`src/inc/icd_regs.vh`:
```
// Register indices, field positions, reset values and source codes of the
// bus interface control block. Definitions only, no logic.
`ifndef ICD_REGS_VH
`define ICD_REGS_VH

// Register indices. The byte address of a register is four times its index.
`define ICD_IDX_BUS_CONTROL      8'hf0
`define ICD_IDX_STATUS_ONE       8'hf1
`define ICD_IDX_STATUS_TWO       8'hf2
`define ICD_IDX_CLK_DIV_LOW      8'hf3
`define ICD_IDX_OWN_ADDR_LOW     8'hf4
`define ICD_IDX_OWN_ADDR_HIGH    8'hf5
`define ICD_IDX_DATA_BYTE        8'hf6
`define ICD_IDX_GEN_CALL_ADDR    8'hf7
`define ICD_IDX_INT_PEND_PRIO    8'hf8
`define ICD_IDX_INT_VECTOR       8'hf9
`define ICD_IDX_RX_DMA_ADDR      8'hfa
`define ICD_IDX_RX_DMA_COUNT     8'hfb
`define ICD_IDX_TX_DMA_ADDR      8'hfc
`define ICD_IDX_TX_DMA_COUNT     8'hfd
`define ICD_IDX_CLK_DIV_HIGH     8'hfe
`define ICD_IDX_INT_DMA_MASK     8'hff

// Bus control fields.
`define ICD_BC_PERIPH_EN         5
`define ICD_BC_GLOBAL_IRQ_EN     0

// Clock divider fields.
`define ICD_CDL_FAST_MODE        7
`define ICD_CDH_USED_MASK        8'h03

// Interrupt pending and priority fields.
`define ICD_IP_DMA_SUSPEND_SEL   7
`define ICD_IP_PRIO_MASK         8'h70
`define ICD_IP_ERR_PEND          2
`define ICD_IP_RX_PEND           1
`define ICD_IP_TX_PEND           0

// Interrupt vector fields and source codes.
`define ICD_IV_BASE_MASK         8'hf8
`define ICD_EV_ERROR             2'h1
`define ICD_EV_RX                2'h2
`define ICD_EV_TX                2'h3

// Interrupt and DMA mask fields.
`define ICD_IM_RX_DMA_EN         7
`define ICD_IM_TX_DMA_EN         6
`define ICD_IM_RX_DONE           5
`define ICD_IM_TX_DONE           4
`define ICD_IM_ERR_MASK          2
`define ICD_IM_RX_MASK           1
`define ICD_IM_TX_MASK           0

// Error flags that hold the error pending bit high.
`define ICD_S1_ERR_MASK          8'h05
`define ICD_S2_ERR_MASK          8'h3e

// Reset values.
`define ICD_RST_ZERO             8'h00
`define ICD_RST_GEN_CALL         8'ha0
`define ICD_RST_INT_PEND_PRIO    8'h80

`endif

```
`src/rtl/icd_clk_div.v`:
```
// Bus clock divider: a one-cycle tick every divisor+1 clocks.
// Assumes a synchronous active-low reset copy from the top module.
`timescale 1ns/100ps

module icd_clk_div (
   // Clock and reset
   input  wire       mclk,
   input  wire       rst_sync_n,
   // Control
   input  wire       enable,
   input  wire [8:0] divisor,
   // Rate enable
   output reg        tick
);

   reg [8:0] count_reg;

   // --------------------------------------------------------------
   // Counter
   // --------------------------------------------------------------
   // The count restarts whenever the interface is off, so the first tick
   // after enabling comes a full period later.
   always @(posedge mclk or negedge rst_sync_n) begin
      if (!rst_sync_n) begin
         count_reg <= 9'h000;
         tick      <= 1'b0;
      end else if (!enable) begin
         count_reg <= 9'h000;
         tick      <= 1'b0;
      end else if (count_reg >= divisor) begin
         count_reg <= 9'h000;
         tick      <= 1'b1;
      end else begin
         count_reg <= count_reg + 9'h001;
         tick      <= 1'b0;
      end
   end

endmodule

```
`src/rtl/icd_top.v`:
```
// Register file, interrupt and DMA gating of the serial bus interface,
// reached over AHB-Lite.
// Assumes the protocol engine and DMA controller share mclk and deliver
// one-cycle event pulses and status levels on that clock.
// How it works
// Nine-bit divisor from high and low bits.
// Disabling the interface keeps upper divider bits.
// Software writes zero to reserved divider bits.
// Receive DMA enable, cleared at counter zero.
// Transmit DMA enable, cleared at counter zero.
// Receive done flag; write zero clears.
// Transmit done flag; write zero clears.
// Software clears done flags at init.
// Software writes zero to mask bit three.
// Error mask gates the error interrupt.
// Receive mask gates data and done interrupts.
// Transmit mask gates ready and done interrupts.
// Masks gate interrupts only, not DMA.
// Mask register resets with masks cleared.
// Upper divider register resets to zero.
// Pending bits clear by zero, ignore one.
// Suspended mode blocks DMA on error pending.
// Interrupt needs flag, mask and global enable.
`timescale 1ns/100ps
`include "icd_regs.vh"

module icd_top (
   // Clock and reset
   input  wire        mclk,
   input  wire        rst_n,
   // AHB-Lite slave
   input  wire        hsel,
   input  wire [31:0] haddr,
   input  wire [1:0]  htrans,
   input  wire        hwrite,
   input  wire [2:0]  hsize,
   input  wire [31:0] hwdata,
   input  wire        hready,
   output wire        hreadyout,
   output wire        hresp,
   output reg  [31:0] hrdata,
   // Protocol engine status and events
   input  wire [7:0]  status_one_in,
   input  wire [7:0]  status_two_in,
   input  wire        error_event,
   input  wire        rx_event,
   input  wire        tx_event,
   // DMA controller side
   input  wire        rx_dma_ready,
   input  wire        tx_dma_ready,
   input  wire        rx_count_zero,
   input  wire        tx_count_zero,
   output reg         rx_dma_req,
   output reg         tx_dma_req,
   output wire [31:0] dma_pointers,
   // Configuration toward the protocol engine
   output wire [7:0]  bus_control_out,
   output wire [8:0]  divisor,
   output wire        fast_mode,
   output wire        scl_tick,
   output wire [15:0] own_address,
   output wire [7:0]  general_call_out,
   output wire [7:0]  data_byte_out,
   output wire [7:0]  vector_out,
   // Interrupt
   output reg         irq
);

   // --------------------------------------------------------------
   // Reset release
   // --------------------------------------------------------------
   reg rst_meta_reg;
   reg rst_sync_n;

   always @(posedge mclk or negedge rst_n) begin
      if (!rst_n) begin
         rst_meta_reg <= 1'b0;
         rst_sync_n   <= 1'b0;
      end else begin
         rst_meta_reg <= 1'b1;
         rst_sync_n   <= rst_meta_reg;
      end
   end

   // --------------------------------------------------------------
   // Helpers
   // --------------------------------------------------------------
   // Hardware set wins over a software clear by zero; a one written
   // leaves the flag as it was.
   function clear_on_zero;
      input old_bit;
      input wr_en;
      input wr_bit;
      input set_bit;
      begin
         clear_on_zero = set_bit | (old_bit & ~(wr_en & ~wr_bit));
      end
   endfunction

   // --------------------------------------------------------------
   // Bus slave
   // --------------------------------------------------------------
   reg        wr_pend_reg;
   reg        rd_pend_reg;
   reg [7:0]  dph_idx_reg;
   reg        dph_hit_reg;
   wire       addr_take;
   wire       addr_hit;
   wire [7:0] wdata;

   assign addr_take = hsel & hready & htrans[1];
   assign addr_hit  = (haddr[31:10] == 22'h000000) && (haddr[9:6] == 4'hf) && (haddr[1:0] == 2'h0);
   assign wdata     = hwdata[7:0];
   // Reads take one wait state so that a write just before is visible.
   assign hreadyout = ~rd_pend_reg;
   assign hresp     = 1'b0;

   always @(posedge mclk or negedge rst_sync_n) begin
      if (!rst_sync_n) begin
         wr_pend_reg <= 1'b0;
         rd_pend_reg <= 1'b0;
         dph_idx_reg <= 8'h00;
         dph_hit_reg <= 1'b0;
      end else begin
         if (hreadyout) begin
            wr_pend_reg <= addr_take & hwrite;
            rd_pend_reg <= addr_take & ~hwrite;
            if (addr_take) begin
               dph_idx_reg <= haddr[9:2];
               dph_hit_reg <= addr_hit;
            end
         end else begin
            rd_pend_reg <= 1'b0;
         end
      end
   end

   function wr_sel;
      input [7:0] idx;
      input       pend;
      input       hit;
      input [7:0] cur;
      begin
         wr_sel = pend & hit & (cur == idx);
      end
   endfunction

   wire wr_bc   = wr_sel(`ICD_IDX_BUS_CONTROL,   wr_pend_reg, dph_hit_reg, dph_idx_reg);
   wire wr_cdl  = wr_sel(`ICD_IDX_CLK_DIV_LOW,   wr_pend_reg, dph_hit_reg, dph_idx_reg);
   wire wr_oal  = wr_sel(`ICD_IDX_OWN_ADDR_LOW,  wr_pend_reg, dph_hit_reg, dph_idx_reg);
   wire wr_oah  = wr_sel(`ICD_IDX_OWN_ADDR_HIGH, wr_pend_reg, dph_hit_reg, dph_idx_reg);
   wire wr_dat  = wr_sel(`ICD_IDX_DATA_BYTE,     wr_pend_reg, dph_hit_reg, dph_idx_reg);
   wire wr_gca  = wr_sel(`ICD_IDX_GEN_CALL_ADDR, wr_pend_reg, dph_hit_reg, dph_idx_reg);
   wire wr_ipp  = wr_sel(`ICD_IDX_INT_PEND_PRIO, wr_pend_reg, dph_hit_reg, dph_idx_reg);
   wire wr_ivr  = wr_sel(`ICD_IDX_INT_VECTOR,    wr_pend_reg, dph_hit_reg, dph_idx_reg);
   wire wr_rda  = wr_sel(`ICD_IDX_RX_DMA_ADDR,   wr_pend_reg, dph_hit_reg, dph_idx_reg);
   wire wr_rdc  = wr_sel(`ICD_IDX_RX_DMA_COUNT,  wr_pend_reg, dph_hit_reg, dph_idx_reg);
   wire wr_tda  = wr_sel(`ICD_IDX_TX_DMA_ADDR,   wr_pend_reg, dph_hit_reg, dph_idx_reg);
   wire wr_tdc  = wr_sel(`ICD_IDX_TX_DMA_COUNT,  wr_pend_reg, dph_hit_reg, dph_idx_reg);
   wire wr_cdh  = wr_sel(`ICD_IDX_CLK_DIV_HIGH,  wr_pend_reg, dph_hit_reg, dph_idx_reg);
   wire wr_imr  = wr_sel(`ICD_IDX_INT_DMA_MASK,  wr_pend_reg, dph_hit_reg, dph_idx_reg);

   // --------------------------------------------------------------
   // Plain storage registers
   // --------------------------------------------------------------
   reg [7:0] bus_control_reg;
   reg [7:0] clk_div_low_reg;
   reg [7:0] clk_div_high_reg;
   reg [7:0] own_addr_low_reg;
   reg [7:0] own_addr_high_reg;
   reg [7:0] data_byte_reg;
   reg [7:0] gen_call_reg;
   reg [7:0] vector_base_reg;
   reg [7:0] rx_dma_addr_reg;
   reg [7:0] rx_dma_count_reg;
   reg [7:0] tx_dma_addr_reg;
   reg [7:0] tx_dma_count_reg;
   wire      peripheral_enable;

   assign peripheral_enable = bus_control_reg[`ICD_BC_PERIPH_EN];

   always @(posedge mclk or negedge rst_sync_n) begin
      if (!rst_sync_n) begin
         bus_control_reg   <= `ICD_RST_ZERO;
         clk_div_low_reg   <= `ICD_RST_ZERO;
         clk_div_high_reg  <= `ICD_RST_ZERO;
         own_addr_low_reg  <= `ICD_RST_ZERO;
         own_addr_high_reg <= `ICD_RST_ZERO;
         data_byte_reg     <= `ICD_RST_ZERO;
         gen_call_reg      <= `ICD_RST_GEN_CALL;
         vector_base_reg   <= `ICD_RST_ZERO;
         rx_dma_addr_reg   <= `ICD_RST_ZERO;
         rx_dma_count_reg  <= `ICD_RST_ZERO;
         tx_dma_addr_reg   <= `ICD_RST_ZERO;
         tx_dma_count_reg  <= `ICD_RST_ZERO;
      end else begin
         if (wr_bc) bus_control_reg <= wdata;
         if (wr_cdl) clk_div_low_reg <= wdata;
         // Only the two divider bits are stored, and nothing else touches
         // them, so turning the interface off leaves them in place.
         if (wr_cdh) clk_div_high_reg <= wdata & `ICD_CDH_USED_MASK;
         if (wr_oal) own_addr_low_reg <= wdata;
         if (wr_oah) own_addr_high_reg <= wdata;
         if (wr_dat) data_byte_reg <= wdata;
         // The general call address is locked while the interface runs.
         if (wr_gca && !peripheral_enable) gen_call_reg <= wdata;
         if (wr_ivr) vector_base_reg <= wdata & `ICD_IV_BASE_MASK;
         if (wr_rda) rx_dma_addr_reg <= wdata;
         if (wr_rdc) rx_dma_count_reg <= wdata;
         if (wr_tda) tx_dma_addr_reg <= wdata;
         if (wr_tdc) tx_dma_count_reg <= wdata;
      end
   end

   assign bus_control_out  = bus_control_reg;
   assign divisor          = {clk_div_high_reg[1:0], clk_div_low_reg[6:0]};
   assign fast_mode        = clk_div_low_reg[`ICD_CDL_FAST_MODE];
   assign own_address      = {own_addr_high_reg, own_addr_low_reg};
   assign general_call_out = gen_call_reg;
   assign data_byte_out    = data_byte_reg;
   assign dma_pointers     = {tx_dma_count_reg, tx_dma_addr_reg, rx_dma_count_reg, rx_dma_addr_reg};

   icd_clk_div u_clk_div (
      .mclk       (mclk),
      .rst_sync_n (rst_sync_n),
      .enable     (peripheral_enable),
      .divisor    (divisor),
      .tick       (scl_tick)
   );

   // --------------------------------------------------------------
   // Pending, priority and mask registers
   // --------------------------------------------------------------
   reg        dma_suspend_sel_reg;
   reg [2:0]  prio_reg;
   reg        error_pending_reg;
   reg        rx_pending_reg;
   reg        tx_pending_reg;
   reg        receive_dma_enable_reg;
   reg        transmit_dma_enable_reg;
   reg        receive_block_done_flag_reg;
   reg        transmit_block_done_flag_reg;
   reg        error_irq_mask_reg;
   reg        receive_irq_mask_reg;
   reg        transmit_irq_mask_reg;
   wire       error_flags_any;
   wire       global_irq_enable;

   assign error_flags_any   = |(status_one_in & `ICD_S1_ERR_MASK) | |(status_two_in & `ICD_S2_ERR_MASK);
   assign global_irq_enable = bus_control_reg[`ICD_BC_GLOBAL_IRQ_EN];

   always @(posedge mclk or negedge rst_sync_n) begin
      if (!rst_sync_n) begin
         dma_suspend_sel_reg          <= 1'b1;
         prio_reg                     <= 3'h0;
         error_pending_reg            <= 1'b0;
         rx_pending_reg               <= 1'b0;
         tx_pending_reg               <= 1'b0;
         receive_dma_enable_reg       <= 1'b0;
         transmit_dma_enable_reg      <= 1'b0;
         receive_block_done_flag_reg  <= 1'b0;
         transmit_block_done_flag_reg <= 1'b0;
         error_irq_mask_reg           <= 1'b0;
         receive_irq_mask_reg         <= 1'b0;
         transmit_irq_mask_reg        <= 1'b0;
      end else begin
         if (wr_ipp) dma_suspend_sel_reg <= wdata[`ICD_IP_DMA_SUSPEND_SEL];
         if (wr_ipp) prio_reg <= wdata[6:4];
         // Error pending cannot be cleared while any error flag stands.
         error_pending_reg <= clear_on_zero(error_pending_reg, wr_ipp, wdata[`ICD_IP_ERR_PEND],
                                            error_event | error_flags_any);
         rx_pending_reg    <= clear_on_zero(rx_pending_reg, wr_ipp, wdata[`ICD_IP_RX_PEND], rx_event);
         tx_pending_reg    <= clear_on_zero(tx_pending_reg, wr_ipp, wdata[`ICD_IP_TX_PEND], tx_event);
         receive_block_done_flag_reg  <= clear_on_zero(receive_block_done_flag_reg, wr_imr,
                                                       wdata[`ICD_IM_RX_DONE], rx_count_zero);
         transmit_block_done_flag_reg <= clear_on_zero(transmit_block_done_flag_reg, wr_imr,
                                                       wdata[`ICD_IM_TX_DONE], tx_count_zero);
         // The end of a block outranks a software write of the enable.
         if (rx_count_zero) receive_dma_enable_reg <= 1'b0;
         else if (wr_imr) receive_dma_enable_reg <= wdata[`ICD_IM_RX_DMA_EN];
         if (tx_count_zero) transmit_dma_enable_reg <= 1'b0;
         else if (wr_imr) transmit_dma_enable_reg <= wdata[`ICD_IM_TX_DMA_EN];
         if (wr_imr) error_irq_mask_reg <= wdata[`ICD_IM_ERR_MASK];
         if (wr_imr) receive_irq_mask_reg <= wdata[`ICD_IM_RX_MASK];
         if (wr_imr) transmit_irq_mask_reg <= wdata[`ICD_IM_TX_MASK];
      end
   end

   // --------------------------------------------------------------
   // Interrupt and DMA requests
   // --------------------------------------------------------------
   wire err_irq_src;
   wire rx_irq_src;
   wire tx_irq_src;
   wire dma_blocked;
   wire [1:0] source_code;

   assign err_irq_src = error_pending_reg & error_irq_mask_reg;
   assign rx_irq_src  = (rx_pending_reg | receive_block_done_flag_reg) & receive_irq_mask_reg;
   assign tx_irq_src  = (tx_pending_reg | transmit_block_done_flag_reg) & transmit_irq_mask_reg;
   // A set suspend selector bit means not-suspended mode.
   assign dma_blocked = ~dma_suspend_sel_reg & error_pending_reg;

   assign source_code = err_irq_src ? `ICD_EV_ERROR : (rx_irq_src ? `ICD_EV_RX : `ICD_EV_TX);

   // The interrupt masks do not enter the DMA terms at all.
   always @(posedge mclk or negedge rst_sync_n) begin
      if (!rst_sync_n) begin
         irq        <= 1'b0;
         rx_dma_req <= 1'b0;
         tx_dma_req <= 1'b0;
      end else begin
         irq        <= global_irq_enable & (err_irq_src | rx_irq_src | tx_irq_src);
         rx_dma_req <= receive_dma_enable_reg & rx_dma_ready & ~rx_count_zero & ~dma_blocked;
         tx_dma_req <= transmit_dma_enable_reg & tx_dma_ready & ~tx_count_zero & ~dma_blocked;
      end
   end

   assign vector_out = {vector_base_reg[7:3], source_code, 1'b0};

   // --------------------------------------------------------------
   // Read data
   // --------------------------------------------------------------
   reg [7:0] rd_byte;

   always @* begin
      rd_byte = 8'h00;
      if (dph_hit_reg) begin
         case (dph_idx_reg)
            `ICD_IDX_BUS_CONTROL:   rd_byte = bus_control_reg;
            `ICD_IDX_STATUS_ONE:    rd_byte = status_one_in;
            `ICD_IDX_STATUS_TWO:    rd_byte = status_two_in;
            `ICD_IDX_CLK_DIV_LOW:   rd_byte = clk_div_low_reg;
            `ICD_IDX_OWN_ADDR_LOW:  rd_byte = own_addr_low_reg;
            `ICD_IDX_OWN_ADDR_HIGH: rd_byte = own_addr_high_reg;
            `ICD_IDX_DATA_BYTE:     rd_byte = data_byte_reg;
            `ICD_IDX_GEN_CALL_ADDR: rd_byte = gen_call_reg;
            `ICD_IDX_INT_PEND_PRIO: rd_byte = {dma_suspend_sel_reg, prio_reg, 1'b0,
                                               error_pending_reg, rx_pending_reg, tx_pending_reg};
            `ICD_IDX_INT_VECTOR:    rd_byte = vector_out;
            `ICD_IDX_RX_DMA_ADDR:   rd_byte = rx_dma_addr_reg;
            `ICD_IDX_RX_DMA_COUNT:  rd_byte = rx_dma_count_reg;
            `ICD_IDX_TX_DMA_ADDR:   rd_byte = tx_dma_addr_reg;
            `ICD_IDX_TX_DMA_COUNT:  rd_byte = tx_dma_count_reg;
            `ICD_IDX_CLK_DIV_HIGH:  rd_byte = clk_div_high_reg;
            `ICD_IDX_INT_DMA_MASK:  rd_byte = {receive_dma_enable_reg, transmit_dma_enable_reg,
                                               receive_block_done_flag_reg, transmit_block_done_flag_reg,
                                               1'b0, error_irq_mask_reg, receive_irq_mask_reg,
                                               transmit_irq_mask_reg};
            default:                rd_byte = 8'h00;
         endcase
      end
   end

   always @(posedge mclk or negedge rst_sync_n) begin
      if (!rst_sync_n) begin
         hrdata <= 32'h00000000;
      end else if (rd_pend_reg) begin
         hrdata <= {24'h000000, rd_byte};
      end
   end

endmodule

```
`config.mk`:
```
export PLATFORM = sky130hd
export DESIGN_NAME = icd_top
export DESIGN_NICKNAME = d
export VERILOG_FILES = /design/src/rtl/icd_clk_div.v /design/src/rtl/icd_top.v
export VERILOG_INCLUDE_DIRS = /design/src /design/src/inc
export SDC_FILE = /design/constraint.sdc
export NUM_CORES = 1
export LEC_CHECK = 0
export BUFFER_PORTS_ARGS = -buffer_cell sky130_fd_sc_hd__buf_4
export CAP_MARGIN = 15
export CORE_MARGIN = 5
export CORE_UTILIZATION = 51
export DETAILED_ROUTE_END_ITERATION = 16
export GPL_TIMING_DRIVEN = 0
export PLACE_DENSITY = 0.83
export SYNTH_ARGS = -nofsm -noshare
export SYNTH_HDL_FRONTEND = slang
export SYNTH_SLANG_ARGS = --single-unit
```
`constraint.sdc`:
```
create_clock -name mclk -period 4.8 [get_ports mclk]
set_input_delay 0.24 -clock mclk [delete_from_list [all_inputs] [get_ports mclk]]
set_output_delay 0.24 -clock mclk [all_outputs]
set_load 0.03 [all_outputs]
```
-- Word level (Yosys, flattened, before mapping)
Index checks and enable logic that the tools add are counted.
- register bits after elaboration: 135
- latch bits: 0
- bits in writable memories: 0
- memory bits (read-only): 0
- logic and storage cells: 146
- memories: 0
- add/subtract/negate cells: 1
- multiply operators: 0
- div/mod/pow operators: 0
- order comparisons: 1
- eq/ne operators: 17
- shift-type cells: 0
- muxes and demuxes: 13
- bitwise logic cells: 67
- reductions and logical operators: 11
- operators by type and width (cell ; number):
    $eq 8x8->1 const B ; 16
    $pmux 8 s16 ; 1
    $and 1x1->1 ; 40
    $logic_not 22->1 ; 1
    $mux 9 ; 2
    $not 1->1 ; 16
    $or 1x1->1 ; 11
    $add 9x1->9 const B ; 1
    $ge 9x9->1 ; 1
    $mux 1 ; 8
    $mux 8 ; 1
    $reduce_or 5->1 ; 1
    $eq 4x4->1 const B ; 1
    $reduce_bool 2->1 ; 2
    $logic_and 1x1->1 ; 3
    $logic_not 2->1 ; 1
    $mux 2 ; 1
    $reduce_and 2->1 ; 1
    $reduce_or 2->1 ; 1
    $logic_not 1->1 ; 1

-- Depth between registers and ports, before layout
- depth in word-level cells: 6
- depth in mapped cells: 8
- mapped depth without buffers: 7

-- Cells and area by module
From an unflattened synthesis, not the netlist that was laid out.
- cell total of the unflattened synthesis: 606
- area total of the unflattened synthesis: 7201.9 µm²
- by module, submodules not included (module ; instances ; cells each ; area an instance (µm²) ; seq. area each (µm²)):
    icd_top ; 1 ; 535 ; 6507.5 ; 3131.8
    icd_clk_div ; 1 ; 71 ; 694.4 ; 250.2

-- Worst setup path before layout
OpenSTA, ideal clock, no wires.
- path type: register to register
- start point: register clk_div_low_reg[0]
- end point: register u_clk_div.tick
- library setup time: 0.120 ns
- data arrival time: 1.716 ns
- path slack: 2.964 ns
- stages on the path, launching flop included: 7
- period minus slack after synthesis: 1.836 ns
- path through: dfrtp_1 ha_1 nand2b_1 a21o_1 a21oi_1 o211ai_1 and3_1
- word-level cells in the longest chain between the ends: 3
- ends and longest elaborated chain (element ; RTL line ; source):
    start, declared ; icd_top.v:167 ; reg [7:0] clk_div_low_reg;
    start signal, assigned ; icd_top.v:185 ; clk_div_low_reg <= `ICD_RST_ZERO;
    start signal, assigned ; icd_top.v:198 ; if (wr_cdl) clk_div_low_reg <= wdata;
    $ge 9x9->1 ; icd_clk_div.v:30 ; end else if (count_reg >= divisor) begin
    $mux 1 ; icd_clk_div.v:30 ;
    $mux 1 ; icd_clk_div.v:27 ; end else if (!enable) begin
    end signal, assigned ; icd_clk_div.v:26 ; tick <= 1'b0;
    end signal, assigned ; icd_clk_div.v:29 ; tick <= 1'b0;
    end signal, assigned ; icd_clk_div.v:32 ; tick <= 1'b1;
    end, declared ; icd_clk_div.v:13 ; output reg tick
Every way passes these cells.
A chain may end at the register's enable or synchronous reset.

-- Worst setup path after layout
- start point: register dph_idx_reg[1]
- end point: register hrdata[4]
- word-level cells in the longest chain between the ends: 3
- ends and longest elaborated chain (element ; RTL line ; source):
    start, declared ; icd_top.v:105 ; reg [7:0] dph_idx_reg;
    start signal, assigned ; icd_top.v:129 ; dph_idx_reg <= haddr[9:2];
    $eq 8x8->1 ; icd_top.v:329 ; case (dph_idx_reg)
    $pmux 8 s16 (*) ; icd_top.v:329 ;
    $mux 8 (*) ; icd_top.v:328 ; if (dph_hit_reg) begin
    end signal, assigned ; icd_top.v:359 ; hrdata <= {24'h000000, rd_byte};
    end, declared ; icd_top.v:41 ; output reg [31:0] hrdata,
Every way passes the cells marked *; elsewhere a longest branch is shown, timed or not.

==> results by group <==
Status
  • Run status: finished clean

Die
  • I/O pins: between 200 and 250
  • Total die area: 0.01597 mm2
  • Die Wd: ~130 um
  • Starting utilization of the core area: 0.5217
  • Die Span Y: approximately 130 um
  • Area of the core: 0.01324 mm2
  • Cell row count: 42

Layout
  • Storage cell area: between 0.003 and 0.004 mm2
  • Flip-flop count of the largest register, all copies and words added: 9
  • Most common cell after layout, fill and taps aside: sky130_fd_sc_hd__buf_4
  • Most frequent cells in the layout: sky130_fd_sc_hd__buf_4, sky130_fd_sc_hd__dfrtp_1, sky130_fd_sc_hd__mux2_2
  • Proportion of layout cells with a drive suffix above 1: 0.4552
  • Area added between synthesis and finish: 31.76%
  • Fin nets: 920
  • Final cell count without fillers: ~1000
  • Number of antenna diodes: 0
  • FILL cells: 1038
  • Area used by multi-input combinational logic: approximately 0.0032 mm2

Drt
  • Via Count: slightly below 6000
  • Pre-Repair DR Iteration Count: 6
  • Total detailed-routing wirelength: between 20000 and 25000 um
  • Avg WL per Cell: 23.78 um
  • DRT antenna net count: 0
  • Number of violations reported at the end of detailed-routing iteration 0: approximately 550
  • Detail-routed via count per cell: 5.950
  • Post-route DRC: 0

Critical path
  • Cell chain of the critical path: buf_4 > nor2_1 > clkbuf_1 > a221oi_1 > o32ai_1 > o22a_1
  • Maximum net fanout on the critical path: 10
  • Slowest stage delay, CP: between 0.5 and 0.6 ns
  • Critical Path End Type: flip-flop
  • Cell with the biggest individual delay on the critical path: sky130_fd_sc_hd__clkbuf_1
  • R2r setup slk: 2.38 ns
  • Critical path class: flip-flop to flip-flop
  • Crit path arrival time: 2.78 ns
  • Sort of element at the start of the critical path: flip-flop
  • Required time at the worst-slack endpoint: 5.16 ns

Logic synthesis
  • Count of flip-flops with a built-in enable after synthesis: 0
  • FF+latch count, synth: 135
  • Ys flop type: sky130_fd_sc_hd__dfrtp_1
  • Synth Area per Inst: about 12 um2
  • FFs w/ async S/R, synth: 1.000
  • Synth warnings: 0
  • Synthesized instance count: a little under 600
  • Count of distinct cell types in the synthesized netlist: 68
  • Netlist area before placement: about 0.0069 mm2
  • Sequential-to-total area share from yosys stat: 0.4895

Timing
  • Fmax achieved: 0.4141 GHz
  • Unrepaired setup endpoints after global routing: false
  • Fin. Hold Viols: 0
  • Total count of max-transition violations in the final report: 0
  • Final critical-path required period: approximately 2.4 ns
  • Share of the clock period used by the worst path: 0.5031
  • Worst-margin pin slew: 0.8754 ns
  • Final setup violation count: 0
  • Max Clock Skew: 0.009840 ns
  • Relative slew margins: 0.4164

GRT
  • Wire length of the first global-routing pass: roughly 36000 um
  • Aggregate global-route resource usage: 0.2979
  • Number of antenna violations at the first check in global routing: 0
  • Vias in the first global route: ~6200
  • Total overflow reported by the global router: 0
  • Maximum number of pins on one net before global-route repair: 70

Clocking
  • Clock tree from TritonCTS: done
  • Total clock sinks: around 140
  • CTS-repair resized insts: 0
  • Latest clock arrival within the worst-skew pair: 0.42 ns
  • Number of levels the H-tree was split into: 4
  • Clock root buffer: sky130_fd_sc_hd__clkbuf_16
  • CTS clk-pin slew, worst paths: 0.06 ns
  • Number of clock buffers inserted by TritonCTS: 17
  • Number of buffers between clock root and the deepest sink: 2
  • Setup Buffers After CTS: 0
  • Number of buffers inserted for hold repair after clock tree synthesis: 5

Power and ir drop
  • Pwr/cell area: around 310 mW/mm2
  • Total power after layout: 2834 uW
  • Largest vdd supply drop: 0.1721 mV
  • Cell leakage power: between 0.004 and 0.005 uW

Hold path
  • Type of the most critical hold path: primary input to flip-flop

Place
  • Hpwl dp: roughly 18000 um
  • Total of buffers placed on input and output ports: 170
  • Inst Count DP: 965
  • Placer congestion estimate: ~0.93

Flow run
  • MaxCap Viol Count: 0
cell families (layout without fill, tap and decap cells):
group / after synthesis / after routing / synth area share
AND/OR/NAND/NOR: 138 / 138 / 0.1152
flip-flops: 135 / 135 / 0.4895
multiplexers: 123 / 123 / 0.2035
AO/OA/AOI/OAI: 104 / 104 / 0.1029
buffers and inverters: 74 / 282 / 0.06085
adder cells (fa/ha/maj): 10 / 10 / 0.01811
XOR/XNOR: 7 / 7 / 0.008874
other: 2 / 27 / 0.001087
per-stage QoR:
step                      hold slack [ns]  setup TNS (ns)  instance area (um2)  utilization  setup slack, ns
after floorplan                  -0.05559               0                 7003            -           0.7655
after global placement            0.02224          -73.60                 8499       0.6418          -0.5743
after detailed placement          0.02397               0                 8531       0.6442            2.527
after CTS                        0.001540               0                 9104       0.6875            2.460
after global routing             0.005257               0                 9104       0.6875            2.326
final                            0.009130               0                 9104       0.6875            2.385
area by class of cell:
cell class / instances / area share
clock buffers: 24 / 0.05181
multi-input cells: 409 / 0.3516
clock inverters: 8 / 0.005635
well taps: 176 / 0.02419
inverters: 15 / 0.006460
flip-flops and latches: 135 / 0.3719
plain buffers: 59 / 0.03972
repair buffers: 176 / 0.1487
report_power, final:
group	switching [uW]	total, uW	internal (uW)
Combinational	298	473	175
Sequential	35.1	1200	1170
Clock	476	1160	683
Total	809	2830	2020
routing by layer:
metal / wire length [um] / global-route usage / vias to the layer above
li1: - / - / 2571
met1: 8962 / 0.3649 / 2948
met2: 11570 / 0.4907 / 378
met3: 2448 / 0.08617 / 65
met4: 848 / 0.1312 / 0
met5: 0 / 0 / -
final timing paths:
check | startpoint | end | depth (start not counted)
worst max-delay path | dph_idx_reg[1]$_DFFE_PN0P_ | hrdata[4]$_DFFE_PN0P_ | 6
worst min-delay path | rx_event | rx_pending_reg$_DFF_PN0_ | 2
worst max register to register | dph_idx_reg[1]$_DFFE_PN0P_ | hrdata[4]$_DFFE_PN0P_ | 6
worst min register to register | rst_meta_reg$_DFF_PN0_ | rst_sync_n$_DFF_PN0_ | 0
max in group asynchronous | rst_sync_n$_DFF_PN0_ | receive_block_done_flag_reg$_DFF_PN0_ | 1
min in group asynchronous | rst_n | rst_sync_n$_DFF_PN0_ | 2
Yosys cell counts (7+ instances only):
library cell | count | area share
sky130_fd_sc_hd__nor4_1 | 7 | 0.0063
sky130_fd_sc_hd__ha_1 | 10 | 0.018
sky130_fd_sc_hd__inv_1 | 13 | 0.0071
sky130_fd_sc_hd__nand3_1 | 10 | 0.0072
sky130_fd_sc_hd__o21ai_0 | 24 | 0.017
sky130_fd_sc_hd__nand2b_1 | 7 | 0.0063
sky130_fd_sc_hd__mux2i_1 | 10 | 0.014
sky130_fd_sc_hd__nor2_1 | 13 | 0.0071
sky130_fd_sc_hd__dfrtp_1 | 132 | 0.48
sky130_fd_sc_hd__nand2_1 | 43 | 0.023
sky130_fd_sc_hd__nor2b_1 | 11 | 0.010
sky130_fd_sc_hd__nor3_1 | 9 | 0.0065
sky130_fd_sc_hd__clkbuf_1 | 15 | 0.0081
sky130_fd_sc_hd__buf_2 | 10 | 0.0072
sky130_fd_sc_hd__a22oi_1 | 15 | 0.016
sky130_fd_sc_hd__a21oi_1 | 19 | 0.014
sky130_fd_sc_hd__mux2_2 | 110 | 0.18
sky130_fd_sc_hd__buf_4 | 30 | 0.033
critical path, delay by kind of cell (launching register included):
kind / cells / cell delay [ns]
DFF: 1 / 0.37
and+or+nand+nor: 1 / 0.21
buffers and inverters: 2 / 0.72
AOI/OAI and AO/OA: 3 / 1.05
(Power assumes the default switching activity.)
